<file path="src/logic/pin_cfg_pkg.sv">
// Purpose: Shared constants for the four-pin configuration block.
// Assumes: Byte-wide registers on a plain strobe port.
// Notes: Field positions are relative to a four-bit pin slot.
package pin_cfg_pkg;
   localparam int PIN_COUNT = 4;
   localparam logic [7:0] ADDR_PIN0 = 8'h1D;
   localparam logic [7:0] ADDR_PIN12 = 8'h1E;
   localparam logic [7:0] ADDR_PIN3 = 8'h1F;
   localparam logic [7:0] ADDR_CTRL = 8'h30;
   localparam logic [7:0] ADDR_STATUS = 8'h31;
   // Revision value is arbitrary.
   localparam logic [3:0] REVISION_VALUE = 4'h5;
   localparam int SLOT_LO = 0;
   localparam int SLOT_HI = 4;
   localparam int FLD_EN = 0;
   localparam int FLD_DIR = 1;
   localparam int FLD_LINK = 2;
   localparam int FLD_VAL = 3;
   localparam logic [3:0] SLOT_RESET = 4'h0;
   localparam logic [7:0] BYTE_ZERO = 8'h00;
   localparam logic [1:0] MODE_FUNC = 2'h0;
   localparam logic [1:0] MODE_OUT = 2'h1;
   localparam logic [1:0] MODE_TRI = 2'h2;
   localparam logic [1:0] MODE_IN = 2'h3;
   typedef enum logic [1:0] {PIN_FUNCTIONAL, PIN_TRISTATE, PIN_OUTPUT, PIN_INPUT} pin_mode_type;
endpackage : pin_cfg_pkg

</file>
<file path="src/logic/pin_slot_if.sv">
// Purpose: Carries one pin slot's settings between modules.
// Assumes: Single clock domain.
// Notes: Four bits: value, link enable, direction, enable.
`timescale 1ns/1ns
`default_nettype none
interface pin_slot_if;
   logic [3:0] slot;
   modport source (output slot);
   modport sink (input slot);
endinterface : pin_slot_if
`default_nettype wire

</file>
<file path="src/logic/pin_sync.sv">
// Purpose: Three-stage synchroniser with agreement check.
// Assumes: Input is asynchronous to the clock.
// Notes: The first stage feeds only the second.
`timescale 1ns/1ns
`default_nettype none
module pin_sync
(
   input wire logic clk_in,
   input wire logic srst_in,
   input wire logic async_in,
   output logic sync_out
);
   logic [2:0] stage_reg;
   logic [2:0] stage_next;
   logic held_reg;
   logic held_next;
   // A change counts only once stages two and three agree.
   always_comb
   begin
      stage_next = {stage_reg[1:0], async_in};
      held_next = (stage_reg[2] == stage_reg[1]) ? stage_reg[2] : held_reg;
   end
   // Registered state.
   always_ff @(posedge clk_in)
   begin
      if (srst_in)
      begin
         stage_reg <= 3'h0;
         held_reg <= 1'b0;
      end
      else
      begin
         stage_reg <= stage_next;
         held_reg <= held_next;
      end
   end
   assign sync_out = held_reg;
endmodule : pin_sync
`default_nettype wire

</file>
<file path="src/logic/pin_driver.sv">
// Purpose: Resolves one pin's driver from its settings slot.
// Assumes: Settings and remote value are on the system clock.
// Notes: Output enable is low while driving.
`timescale 1ns/1ns
`default_nettype none
module pin_driver
(
   pin_slot_if.sink cfg,
   input wire logic remote_value_in,
   input wire logic func_value_in,
   output logic drive_value_out,
   output logic drive_oe_n_out,
   output pin_cfg_pkg::pin_mode_type mode_out
);
   logic [1:0] dir_en;
   assign dir_en = {cfg.slot[pin_cfg_pkg::FLD_DIR], cfg.slot[pin_cfg_pkg::FLD_EN]};
   // Remote control overrides the local code entirely.
   always_comb
   begin
      drive_value_out = 1'b0;
      drive_oe_n_out = 1'b1;
      mode_out = pin_cfg_pkg::PIN_TRISTATE;
      if (cfg.slot[pin_cfg_pkg::FLD_LINK])
      begin
         drive_value_out = remote_value_in;
         drive_oe_n_out = 1'b0;
         mode_out = pin_cfg_pkg::PIN_OUTPUT;
      end
      else
      begin
         unique case (dir_en)
            pin_cfg_pkg::MODE_FUNC:
            begin
               drive_value_out = func_value_in;
               drive_oe_n_out = 1'b0;
               mode_out = pin_cfg_pkg::PIN_FUNCTIONAL;
            end
            pin_cfg_pkg::MODE_TRI:
            begin
               mode_out = pin_cfg_pkg::PIN_TRISTATE;
            end
            pin_cfg_pkg::MODE_OUT:
            begin
               drive_value_out = cfg.slot[pin_cfg_pkg::FLD_VAL];
               drive_oe_n_out = 1'b0;
               mode_out = pin_cfg_pkg::PIN_OUTPUT;
            end
            pin_cfg_pkg::MODE_IN:
            begin
               mode_out = pin_cfg_pkg::PIN_INPUT;
            end
         endcase
      end
   end
endmodule : pin_driver
`default_nettype wire

</file>
<file path="src/logic/pin_cfg_top.sv">
// Purpose: Register file and pin steering for four configurable pins.
// Assumes: Plain strobe bus, read data one cycle after the read strobe.
// Notes: Per-pin settings steer to one of two ports; the rules follow.
// Function
// - Code 00 keeps functional output; code 10 tri-states the pin.
// - Code 01 is general output; code 11 is general input.
// - Local value drives pin only when enabled, output, remote off.
// - Remote enable forces output with the value from the link.
// - Remote enable low ignores link values, follows local settings.
// - Port select steers every setting to the second port's pins.
// - Pin 0 at 0x1D, pins 1 and 2 at 0x1E, pin 3 at 0x1F.
// - Shared register: second pin in bits 7-4, first in 3-0.
// - Pin 0 upper nibble is revision; pin 3 upper nibble reserved.
// - Per-pin codes override the global direction and enable.
//
// Our own choice: the plain strobed port.
`timescale 1ns/1ns
`default_nettype none
module pin_cfg_top
(
   input wire logic CLK_SYS_IN,
   input wire logic SRST_IN,
   input wire logic [7:0] ADDR_IN,
   input wire logic [7:0] WDATA_IN,
   input wire logic WR_IN,
   input wire logic RD_IN,
   output logic [7:0] RDATA_OUT,
   input wire logic [3:0] REMOTE_VALUE_IN,
   input wire logic [3:0] FUNC_VALUE_IN,
   input wire logic [3:0] GLOBAL_DIR_EN_IN,
   input wire logic [3:0] PIN_A_IN,
   output logic [3:0] PIN_A_OUT,
   output logic [3:0] PIN_A_OE_N_OUT,
   input wire logic [3:0] PIN_B_IN,
   output logic [3:0] PIN_B_OUT,
   output logic [3:0] PIN_B_OE_N_OUT
);
   // ----------------------------------------------------------------
   // Settings registers
   // ----------------------------------------------------------------
   logic [3:0] slot_reg [pin_cfg_pkg::PIN_COUNT];
   logic [3:0] slot_next [pin_cfg_pkg::PIN_COUNT];
   logic port_sel_reg;
   logic port_sel_next;
   logic [7:0] rdata_reg;
   logic [7:0] rdata_next;
   logic [3:0] remote_sync;
   logic [3:0] pin_a_sync;
   logic [3:0] pin_b_sync;
   logic [3:0] drv_value;
   logic [3:0] drv_oe_n;
   logic [3:0] in_state;
   pin_cfg_pkg::pin_mode_type mode [pin_cfg_pkg::PIN_COUNT];

   // Writes land in the nibble slots; read-only nibbles are dropped.
   always_comb
   begin
      for (int i = 0; i < pin_cfg_pkg::PIN_COUNT; i++)
      begin
         slot_next[i] = slot_reg[i];
      end
      port_sel_next = port_sel_reg;
      if (WR_IN)
      begin
         unique case (ADDR_IN)
            pin_cfg_pkg::ADDR_PIN0:
            begin
               slot_next[0] = WDATA_IN[pin_cfg_pkg::SLOT_LO +: 4];
            end
            pin_cfg_pkg::ADDR_PIN12:
            begin
               slot_next[1] = WDATA_IN[pin_cfg_pkg::SLOT_LO +: 4];
               slot_next[2] = WDATA_IN[pin_cfg_pkg::SLOT_HI +: 4];
            end
            pin_cfg_pkg::ADDR_PIN3:
            begin
               slot_next[3] = WDATA_IN[pin_cfg_pkg::SLOT_LO +: 4];
            end
            pin_cfg_pkg::ADDR_CTRL:
            begin
               port_sel_next = WDATA_IN[0];
            end
            default:
            begin
               port_sel_next = port_sel_reg;
            end
         endcase
      end
   end

   // Read data stands one cycle after the read strobe only.
   always_comb
   begin
      rdata_next = pin_cfg_pkg::BYTE_ZERO;
      if (RD_IN)
      begin
         unique case (ADDR_IN)
            pin_cfg_pkg::ADDR_PIN0:
            begin
               rdata_next = {pin_cfg_pkg::REVISION_VALUE, slot_reg[0]};
            end
            pin_cfg_pkg::ADDR_PIN12:
            begin
               rdata_next = {slot_reg[2], slot_reg[1]};
            end
            pin_cfg_pkg::ADDR_PIN3:
            begin
               rdata_next = {pin_cfg_pkg::SLOT_RESET, slot_reg[3]};
            end
            pin_cfg_pkg::ADDR_CTRL:
            begin
               rdata_next = {7'h00, port_sel_reg};
            end
            pin_cfg_pkg::ADDR_STATUS:
            begin
               rdata_next = {4'h0, in_state};
            end
            default:
            begin
               rdata_next = pin_cfg_pkg::BYTE_ZERO;
            end
         endcase
      end
   end

   // Settings registers; the next values come from the write decode.
   always_ff @(posedge CLK_SYS_IN)
   begin
      if (SRST_IN)
      begin
         for (int i = 0; i < pin_cfg_pkg::PIN_COUNT; i++)
         begin
            slot_reg[i] <= pin_cfg_pkg::SLOT_RESET;
         end
         port_sel_reg <= 1'b0;
      end
      else
      begin
         for (int i = 0; i < pin_cfg_pkg::PIN_COUNT; i++)
         begin
            slot_reg[i] <= slot_next[i];
         end
         port_sel_reg <= port_sel_next;
      end
   end

   // Read data register, kept apart so a read never touches the settings.
   always_ff @(posedge CLK_SYS_IN)
   begin
      if (SRST_IN)
      begin
         rdata_reg <= pin_cfg_pkg::BYTE_ZERO;
      end
      else
      begin
         rdata_reg <= rdata_next;
      end
   end
   assign RDATA_OUT = rdata_reg;

   // ----------------------------------------------------------------
   // Per-pin drivers
   // ----------------------------------------------------------------
   genvar g;
   generate
      for (g = 0; g < pin_cfg_pkg::PIN_COUNT; g++)
      begin : gen_pin
         pin_slot_if slot_bus ();
         assign slot_bus.slot = slot_reg[g];
         pin_sync remote_sync_i
         (
            .clk_in(CLK_SYS_IN),
            .srst_in(SRST_IN),
            .async_in(REMOTE_VALUE_IN[g]),
            .sync_out(remote_sync[g])
         );
         pin_sync pin_a_sync_i
         (
            .clk_in(CLK_SYS_IN),
            .srst_in(SRST_IN),
            .async_in(PIN_A_IN[g]),
            .sync_out(pin_a_sync[g])
         );
         pin_sync pin_b_sync_i
         (
            .clk_in(CLK_SYS_IN),
            .srst_in(SRST_IN),
            .async_in(PIN_B_IN[g]),
            .sync_out(pin_b_sync[g])
         );
         pin_driver driver_i
         (
            .cfg(slot_bus.sink),
            .remote_value_in(remote_sync[g]),
            .func_value_in(FUNC_VALUE_IN[g]),
            .drive_value_out(drv_value[g]),
            .drive_oe_n_out(drv_oe_n[g]),
            .mode_out(mode[g])
         );
      end
   endgenerate

   // Global codes are unused because every pin has its own code.
   logic unused_global;
   assign unused_global = ^GLOBAL_DIR_EN_IN;

   // Resolved modes are kept for inspection only; nothing steers on them.
   logic unused_mode;
   assign unused_mode = ^{mode[0], mode[1], mode[2], mode[3]};

   // Unselected port keeps its functional output role.
   always_comb
   begin
      if (port_sel_reg)
      begin
         PIN_B_OUT = drv_value;
         PIN_B_OE_N_OUT = drv_oe_n;
         PIN_A_OUT = FUNC_VALUE_IN;
         PIN_A_OE_N_OUT = 4'h0;
         in_state = pin_b_sync;
      end
      else
      begin
         PIN_A_OUT = drv_value;
         PIN_A_OE_N_OUT = drv_oe_n;
         PIN_B_OUT = FUNC_VALUE_IN;
         PIN_B_OE_N_OUT = 4'h0;
         in_state = pin_a_sync;
      end
   end
endmodule : pin_cfg_top
`default_nettype wire

</file>
<file path="config.mk">
export PLATFORM = sky130hd
export DESIGN_NAME = pin_cfg_top
export DESIGN_NICKNAME = d
export VERILOG_FILES = /design/src/logic/pin_cfg_pkg.sv /design/src/logic/pin_slot_if.sv /design/src/logic/pin_sync.sv /design/src/logic/pin_driver.sv /design/src/logic/pin_cfg_top.sv
export SDC_FILE = /design/constraint.sdc
export NUM_CORES = 1
export LEC_CHECK = 0
export BUFFER_PORTS_ARGS = -buffer_cell sky130_fd_sc_hd__buf_2
export CAP_MARGIN = 40
export CORE_MARGIN = 1.5
export CORE_UTILIZATION = 53
export CTS_CLUSTER_SIZE = 25
export DETAILED_ROUTE_END_ITERATION = 8
export PLACE_DENSITY_LB_ADDON = 0.08
export RECOVER_POWER = 25
export SYNTH_ARGS = -nofsm -noshare
export SYNTH_HDL_FRONTEND = slang
export SYNTH_SLANG_ARGS = --single-unit
</file>
<file path="constraint.sdc">
create_clock -name CLK_SYS_IN -period 1.75 [get_ports CLK_SYS_IN]
set_clock_uncertainty 0.05 [all_clocks]
set_input_delay 0.2625 -clock CLK_SYS_IN [delete_from_list [all_inputs] [get_ports CLK_SYS_IN]]
set_output_delay 0.2625 -clock CLK_SYS_IN [all_outputs]
set_load 0.01 [all_outputs]
</file>
# Word-level counts from Yosys, hierarchy flattened
# Memory sizes are Yosys's and may differ from the RTL's.
# Index checks and enable logic that the tools add are counted.
# op_classes
n_eq_ne	21
mux	33
n_bitwise	5
n_reduce_logical	10
# ops
op	n
$mux 4	11
$pmux 8 s5	1
$eq 8x5->1 const B	3
$eq 8x6->1 const B	2
$mux 16	1
$mux 1	15
$eq 1x1->1	12
$reduce_or 2->1	5
$eq 2x1->1 const B	4
$logic_not 2->1	4
$mux 8	1
$pmux 1 s2	4
$or 1x1->1	4
$reduce_and 2->1	1
$not 1->1	1
# word_totals
reg_bits	57
ramBits	16
out_inout_bits	24
wordCells	96
mem_count	1
# mem_list
name	words	word_bits	read_ports	rd_ports_with_merged_regs	wr	line_no	text
slot_reg	4	4	4	0	4	pin_cfg_top.sv:41	logic [3:0] slot_reg [pin_cfg_pkg::PIN_COUNT];

# Longest topological paths before layout
# Gate-level depths: netlist of run 1.
# depth
ltp_word	5
depth_mapped	6

# Hierarchy
# A second synthesis of run 1 with hierarchy kept.
# unflattened
cells_unflattened	272
hier_area_um2	2806.4
# modules_own_cells
module	n_inst	cells_each	area_each_um2	seq_area_each_um2
pin_sync	12	10	112.6	80.1
pin_cfg_top	1	128	1275.0	500.5
pin_driver	4	6	45.0	0.0

# Worst setup path before layout of run 1
# No wires, ideal clock.
# synth_timing
path_kind	reg-to-output
startpoint	reg port_sel_reg
endpoint	out PIN_A_OUT[0]
t_arrival_ns	1.105
required_ns	1.437
path_slack_ns	0.332
stages_incl_launch_ff	4
path_cell_list	dfxtp_1 buf_2 buf_1 mux2i_1
# synth_between
elab_chain_len	1
# synth_lines
element	line_no	text
start: declaration	pin_cfg_top.sv:43	logic port_sel_reg;
start signal: assignment	pin_cfg_top.sv:143	port_sel_reg <= port_sel_next;
$mux 4	pin_cfg_top.sv:214	if (port_sel_reg)
end: declaration	pin_cfg_top.sv:32	output logic [3:0] PIN_A_OUT,
# Every way passes these cells.

==> impl_metrics.ini, run 1 <==
[run_status]
outcome = finished clean

[power_and_ir_drop]
p_leak_nw = 1.48
irDropWorstVdd_mv = 0.618
power_per_cell_area_mw_per_mm2 = 895

[drt]
routed_wl_um = 4880
drt_iter0_markers = 72
via_per_inst = 4.98
vias = 2036
first_pass_iters = 4
wl_per_cell_um = 11.9
drc_errors = 0
antenna_left = 0

[clocking]
cts_tree = built
numCtsBuffers = 9
cts_root_buf = clkbuf_8
cts.clk_slew.worst_paths_ns = 0.07
clock_sinks = 73
clock_latency_ns = 0.32
htree_levels = 3
clock_path_buffers = 2
hold_buffers = 0
cts_setup_buffers = 0
cts_resized = 0

[setup_path]
rr_startpoint = port_sel_reg
cp.required_ns = 1.44
start_kind = register
cp-end-kind = output port
crit_type = reg -> out
timing.rr.end = RDATA_OUT[1]
regToRegSetupSlack_ns = 0.55
reg2regPathDepth = 4
path_max_fanout = 3
cp.arrival_ns = 1.36

[timing]
finalHoldViolCount = 0
setup_viol = 0
tightest_slew_ns = 1.23
drv_slew = 0
fmax_ghz = 0.600
period_share_pct = 95.3
relSlewSlack_pct = 18.1
fin_crit_ns = 1.67
setup_slack_ns = 0.0821
rsz0062_at_grt = true

[cells_and_area]
final_cell_mix = dfxtp_1, buf_2, nor2b_1
area_growth_pct = 18.9
stdcell_area_mm2 = 0.00327
final_common_cell = dfxtp_1
diodes = 0
final_core_util_pct = 64.8
drive_above_1_share_pct = 26.3
layout.cells.non_filler = 409
final_net_count = 375
largest_reg_flops = 16

[floorplan]
num_io_pins = 64
die-area_mm2 = 0.00563
die_w_um = 75.0
rows = 26
die_h_um = 75.0
core_mm2 = 0.00504
start_util_pct = 54.5

[synth]
yosysWarningCount = 0
syn_area_mm2 = 0.00275
syn-num-nets = 316
ys_types = 32
ys_seq_elements = 73
synth_area_per_cell_um2 = 9.96
synth_cells = 276
synth-seq-area-share_pct = 53.1

[hold_path]
holdPathEnd = gen_pin[2].pin_a_sync_i.stage_reg[0]
hold_class = in -> reg
min-delay-start = PIN_A_IN[2]
min_path_cells = 2

[job]
drv_cap = 0

[place]
dp_worst_setup_slack_ns = 0.158
dp_hpwl_um = 3330
numPortBuffers = 59
routabilityCongestion = 0.791
place_area_mm2 = 0.00311
placedCellCount = 394

[global_routing]
grt_start_max_net_pins = 66
grt_pass1_wl_um = 7410
gr-total-overflow = 0
antenna_found_initial = 0
grt_usage_pct = 18.1
grt_pass1_vias = 1620
[layer usage]
layer  share of wire, %  track usage, %  up-vias
met5                  0               0        -
met4                1.1            9.09        0
met3                5.0            6.56        4
met2                 47            27.2       46
met1                 47            22.9      926
li1                   -               -     1060
[cells in the mapped netlist (all sizes together)]
library cell / instances / share of area [%]
dfxtp: 73 / 53
nor2b: 38 / 8.6
mux2i: 28 / 10
nor2: 28 / 3.8
a21oi: 23 / 4.2
nand2: 14 / 1.9
o21ai: 13 / 2.4
buf: 8 / 1.4
clkbuf: 6 / 0.86
and3b: 5 / 1.6
inv: 5 / 0.68
nor3b: 5 / 1.8
a22oi: 4 / 1.1
mux2: 4 / 1.6
nand4: 4 / 1.9
nor3: 4 / 0.73
and2: 3 / 0.68
o22a: 3 / 0.96
and4: 2 / 0.64
a22o: 1 / 0.32
a31oi: 1 / 0.23
and2b: 1 / 0.27
nand4b: 1 / 0.32
nor4b: 1 / 0.32
o211a: 1 / 0.36
[worst max-delay path by stage]
stage                         from             end  slack (ns)  cells past startpoint
global route        slot_reg[0][0]    PIN_A_OUT[0]       -0.02                      5
CTS                 slot_reg[1][0]    PIN_A_OUT[1]        0.05                      5
detailed placement      ADDR_IN[7]  slot_reg[0][1]        0.16                      5
floorplan             port_sel_reg    PIN_A_OUT[0]        0.33                      3
finish              slot_reg[1][0]    PIN_A_OUT[1]        0.08                      5
global placement        ADDR_IN[7]  slot_reg[2][2]        0.17                      5
[worst max-delay path, cell delays in order (launching register included)]
cell,delay (ns)
dfxtp_2,0.34
mux2i_1,0.17
nor3_1,0.06
a21oi_1,0.21
mux2i_1,0.10
buf_2,0.15
[cells by family after synthesis]
family | synth area share (%)
simple gates | 22.6
flops | 53.1
compound gates | 9.51
mux | 11.8
buf+inv | 2.91
[layout make-up]
type                            count  area, µm²
Inverter                            5       18.8
Clock buffer                        9        124
Fill cell                         442       1770
Clock inverter                      6       36.3
Tap cell                           70       87.6
Multi-Input combinational cell    184       1210
Timing Repair Buffer               62        328
Sequential cell                    73       1470
[stage by stage]
step	total power, mW	hold slack [ns]	TNS (ns)
2_1_floorplan	1.84	0.341	0
5_1_grt	3.06	0.0789	-0.0160
3_3_place_gp	1.90	0.366	0
6_report	2.93	0.0892	0
3_5_place_dp	1.91	0.376	0
4_1_cts	2.97	0.0688	0
[report_power, final]
part / internal [mW] / switching (mW)
registers: 1.70 / 0.0115
logic: 0.0739 / 0.0876
clock network: 0.497 / 0.560
Note: power is estimated with default switching activity, not from simulation.
==> run 2, diff against run 1 <==
- MAX_ROUTING_LAYER: not set -> met4
==> run 2 against run 1 <==
Compared with the run above:
- die area unchanged
- fmax about the same
- non-clock buffer count unchanged
- first-iteration DRC count increased by 5.6%
- final cell count unchanged
- total power about the same
- largest power group unchanged
==> impl_metrics.ini, run 2 (synthesized netlist as in run 1, its figures left out) <==
[run_status]
outcome = finished clean

[drt]
drc_errors = 0
routed_wl_um = 4860
vias = 2033
via_per_inst = 4.97
first_pass_iters = 4
drt_iter0_markers = 76
antenna_left = 0
wl_per_cell_um = 11.9

[setup_path]
crit_top_cell = mux2i_1
path_max_fanout = 3
slowest_stage = dfxtp_2
start_kind = register
slowest_delay_ns = 0.34
crit_type = reg -> out
cp.arrival_ns = 1.36
regToRegSetupSlack_ns = 0.55
cp-end-kind = output port
cp.required_ns = 1.44
path_cells = mux2i_1 -> nor3_1 -> a21oi_1 -> mux2i_1 -> buf_2

[global_routing]
antenna_found_initial = 0
gr-total-overflow = 0
grt_start_max_net_pins = 66
grt_pass1_wl_um = 7410
grt_pass1_vias = 1618
grt_usage_pct = 18.6

[timing]
period_share_pct = 95.3
rsz0062_at_grt = true
fin_crit_ns = 1.67
drv_slew = 0
finalHoldViolCount = 0
setup_slack_ns = 0.0818
tns_ns = 0
relSlewSlack_pct = 18.3
fmax_ghz = 0.599
tightest_slew_ns = 1.23
setup_viol = 0

[place]
dp_hpwl_um = 3330
numPortBuffers = 59
routabilityCongestion = 0.802
dp_worst_setup_slack_ns = 0.158

[job]
drv_cap = 0

[clocking]
clock_latency_ns = 0.33
clock_sinks = 73
cts.clk_slew.worst_paths_ns = 0.07
numCtsBuffers = 9
htree_levels = 3
clock_path_buffers = 2
cts_setup_buffers = 0
cts_root_buf = clkbuf_8
cts_tree = built

[cells_and_area]
area_growth_pct = 18.9
final_net_count = 375
diodes = 0
final_cell_mix = dfxtp_1, buf_2, nor2b_1
final_common_cell = dfxtp_1
drive_above_1_share_pct = 26.3
largest_reg_flops = 16

[floorplan]
rows = 26
num_io_pins = 64
start_util_pct = 54.5
die_h_um = 75.0
die_w_um = 75.0
core_mm2 = 0.00504
die-area_mm2 = 0.00563

[hold_path]
hold_class = in -> reg

[power_and_ir_drop]
power_per_cell_area_mw_per_mm2 = 895
irDropWorstVdd_mv = 0.618
p_leak_nw = 1.48
-- run 2: cell counts in the layout (fill, tap and decap cells not counted) --
Identical to the previous run, type by type.
-- run 2: path summary, 6_finish.rpt --
kind                                        start  depth (start not counted)                                    to
max                                slot_reg[1][0]                          5                          PIN_A_OUT[1]
min                                   PIN_A_IN[2]                          2  gen_pin[2].pin_a_sync_i.stage_reg[0]
max reg2reg                          port_sel_reg                          4                          RDATA_OUT[1]
min reg2reg  gen_pin[1].pin_a_sync_i.stage_reg[0]                          1  gen_pin[1].pin_a_sync_i.stage_reg[1]
-- run 2: what timing repair did --
action / CTS / global route
gates resized for setup: 0 / 4
hold buffers: 0 / 0
endpoints found under the setup margin: 0 / 8
-- run 2: where the power goes --
group,total (mW),internal (mW),switching [mW]
clock network,1.06,0.497,0.560
logic,0.161,0.0739,0.0875
registers,1.71,1.70,0.0115
total,2.93,2.27,0.659
-- run 2: final cells by class --
cell class / count / area, µm²
flip-flops and latches: 73 / 1470
clock inverters: 6 / 36.3
fillers: 442 / 1770
clock buffers: 9 / 124
inverters: 5 / 18.8
well taps: 70 / 87.6
multi-input cells: 184 / 1210
repair buffers: 62 / 328
-- run 2: routing by layer --
layer | up-vias | routed length (µm) | global-route usage, %
met5 | - | 0 | -
li1 | 1060 | - | -
met4 | 0 | 53 | 9.09
met1 | 923 | 2320 | 22.8
met2 | 46 | 2240 | 27.2
met3 | 4 | 249 | 6.56
-- run 2: critical path: cells and delay by family, from the launching register on --
family	cells	cell delay, ns
AND/OR/NAND/NOR	1	0.06
multiplexers	2	0.27
AO/OA/AOI/OAI	1	0.21
buffers and inverters	1	0.15
flip-flops	1	0.34
-- run 2: stage by stage --
stage | utilization (%) | total power, mW | hold WS [ns] | area (µm²) | cells
detailed placement | 61.6 | 1.91 | 0.376 | 3110 | 394
CTS | 64.8 | 2.97 | 0.0688 | 3270 | 409
global route | 64.8 | 3.06 | 0.0788 | 3270 | 409
global placement | 61.6 | 1.90 | 0.366 | 3110 | 394
finish | 64.8 | 2.93 | 0.0890 | 3270 | 409
floorplan | - | 1.84 | 0.341 | 2750 | 276
==> run 3, diff against run 2 <==
==> constraint.sdc (replaced) <==
create_clock -name CLK_SYS_IN -period 1.75 [get_ports CLK_SYS_IN]
set_clock_uncertainty 0.05 [all_clocks]
set_input_delay 0.0875 -clock CLK_SYS_IN [delete_from_list [all_inputs] [get_ports CLK_SYS_IN]]
set_output_delay 0.0875 -clock CLK_SYS_IN [all_outputs]
set_load 0.01 [all_outputs]
==> run 3 against run 2 <==
Compared with the run above:
- register-to-register slack improved by 0.03 ns
- final cell count rose by 4.9%
- clock-buffer cell count rose by 1
- setup slack improved by 0.094 ns
- sequential share of layout area fell by 3.2 points
- global-route usage rose by 1.5 points
==> impl_metrics.ini, run 3 (synthesized netlist as in run 1, its figures left out) <==
[run_status]
outcome = finished clean

[cells_and_area]
area_growth_pct = 27.4
final_net_count = 395
fillers = 412
largest_reg_flops = 16
drive_above_1_share_pct = 23.4
diodes = 0
layout.cells.non_filler = 429
stdcell_area_mm2 = 0.00350
final_cell_mix = dfxtp_1, buf_2, nor2b_1
final_common_cell = dfxtp_1
final_core_util_pct = 69.5

[timing]
fmax_ghz = 0.635
relSlewSlack_pct = 18.6
tns_ns = 0
tightest_slew_ns = 1.22
fin_crit_ns = 1.57
period_share_pct = 89.9
drv_slew = 0
setup_viol = 0
rsz0062_at_grt = false
fin_hold_ws_ns = 0.0400
finalHoldViolCount = 0

[power_and_ir_drop]
p_clk_share_pct = 42.0
p_leak_nw = 1.58
switchingPower_mw = 0.687
p_int_mw = 2.59
seq_power_share_pct = 52.1
irDropWorstVdd_mv = 0.824
combPwrFrac_pct = 6.0
p_sw_share_pct = 20.9
power_per_cell_area_mw_per_mm2 = 936

[clocking]
clock_path_buffers = 2
cts_root_buf = clkbuf_8
clock_sinks = 73
cts_tree = built
cts.clk_slew.worst_paths_ns = 0.07
clock_latency_ns = 0.34
htree_levels = 3
numCtsBuffers = 9

[setup_path]
cp.required_ns = 1.61
cp-end-kind = output port
crit_type = reg -> out
slowest_stage = dfxtp_1
cp.arrival_ns = 1.44
critical-path-top-delay-family = flip-flops
cp_num_buf_inv = 2
path_cells = buf_6 -> mux2i_1 -> buf_2
slowest_delay_ns = 0.47
start_kind = register
path_max_fanout = 21

[global_routing]
grt_usage_pct = 20.1
gr-total-overflow = 0
antenna_found_initial = 0
grt_start_max_net_pins = 66
grt_pass1_vias = 1794
use_met2_pct = 30.8
grt_pass1_wl_um = 8130
busiest_layer = met2
grt_use_met3_pct = 6.16
grtUsageMet1_pct = 24.6

[drt]
wl_per_cell_um = 12.3
drt_iter0_markers = 108
drc_errors = 0
antenna_left = 0
first_pass_iters = 4
routed_wl_um = 5260
vias = 2127
via_per_inst = 4.96

[floorplan]
die-area_mm2 = 0.00563
num_io_pins = 64
rows = 26
die_h_um = 75.0
start_util_pct = 54.5
core_mm2 = 0.00504
die_w_um = 75.0

[job]
drv_cap = 0

[place]
place_area_mm2 = 0.00309
numPortBuffers = 59
placedCellCount = 394
routabilityCongestion = 0.808
dp_hpwl_um = 3500

[hold_path]
hold_class = in -> reg
## run 3: cell types whose count changed in the layout (fill, tap and decap cells not counted), moves of 2 or more
cell / previous run / this run
bufinv_16: 0 / 2
clkinv_2: 4 / 1
dfxtp_1: 69 / 73
dfxtp_2: 4 / 0
dlygate4sd3_1: 0 / 20
## run 3: worst register-to-register path: stages, from the launching register on
cell and delay (ns):
dfxtp_1 0.34, mux2_2 0.27, a22o_1 0.19, a22oi_1 0.14
nor2_1 0.06
## run 3: path summary, 6_finish.rpt
path / from / to / slack [ns] / cells after the start
worst max-delay path: port_sel_reg / PIN_A_OUT[2] / 0.18 / 3
worst min-delay path: SRST_IN / RDATA_OUT[4] / 0.04 / 4
worst max register to register: slot_reg[3][0] / RDATA_OUT[0] / 0.58 / 4
worst min register to register: gen_pin[1].pin_b_sync_i.stage_reg[0] / gen_pin[1].pin_b_sync_i.stage_reg[1] / 0.39 / 1
## run 3: per-layer routing
metal	part of all wire, %	vias up
met5	0	-
met4	1.9	0
met3	4.5	7
met2	45	52
met1	48	968
li1	-	1100
## run 3: what timing repair did
| action | in CTS | in global routing |
|---|---|---|
| endpoints found under the hold margin | 26 | 0 |
| gates resized for setup | 0 | 1 |
| setup endpoints to repair | 0 | 1 |
| hold buffers | 20 | 0 |
| setup buffers | 0 | 0 |
## run 3: layout make-up
| class | count | area [µm²] | area share (%) |
|---|---|---|---|
| Sequential cell | 73 | 1460 | 41.7 |
| Inverter | 5 | 18.8 | 0.536 |
| Timing Repair Buffer | 82 | 519 | 14.8 |
| Multi-Input combinational cell | 184 | 1210 | 34.5 |
| Clock inverter | 5 | 81.3 | 2.32 |
| Clock buffer | 10 | 128 | 3.64 |
| Tap cell | 70 | 87.6 | 2.50 |
## run 3: power by group through the flow
stage          logic, mW  registers, mW  clock network (mW)
2_1_floorplan     0.0939           1.74                   0
3_3_place_gp       0.159           1.74                   0
3_5_place_dp       0.161           1.75                   0
4_1_cts            0.196           1.71                1.40
5_1_grt            0.216           1.71                1.50
6_report           0.196           1.71                1.38
## run 3: stage by stage
step           power (mW)  setup slack (ns)
2_1_floorplan        1.84             0.507
3_3_place_gp         1.90             0.268
3_5_place_dp         1.91             0.235
4_1_cts              3.30             0.158
5_1_grt              3.42            0.0741
6_report             3.28             0.176
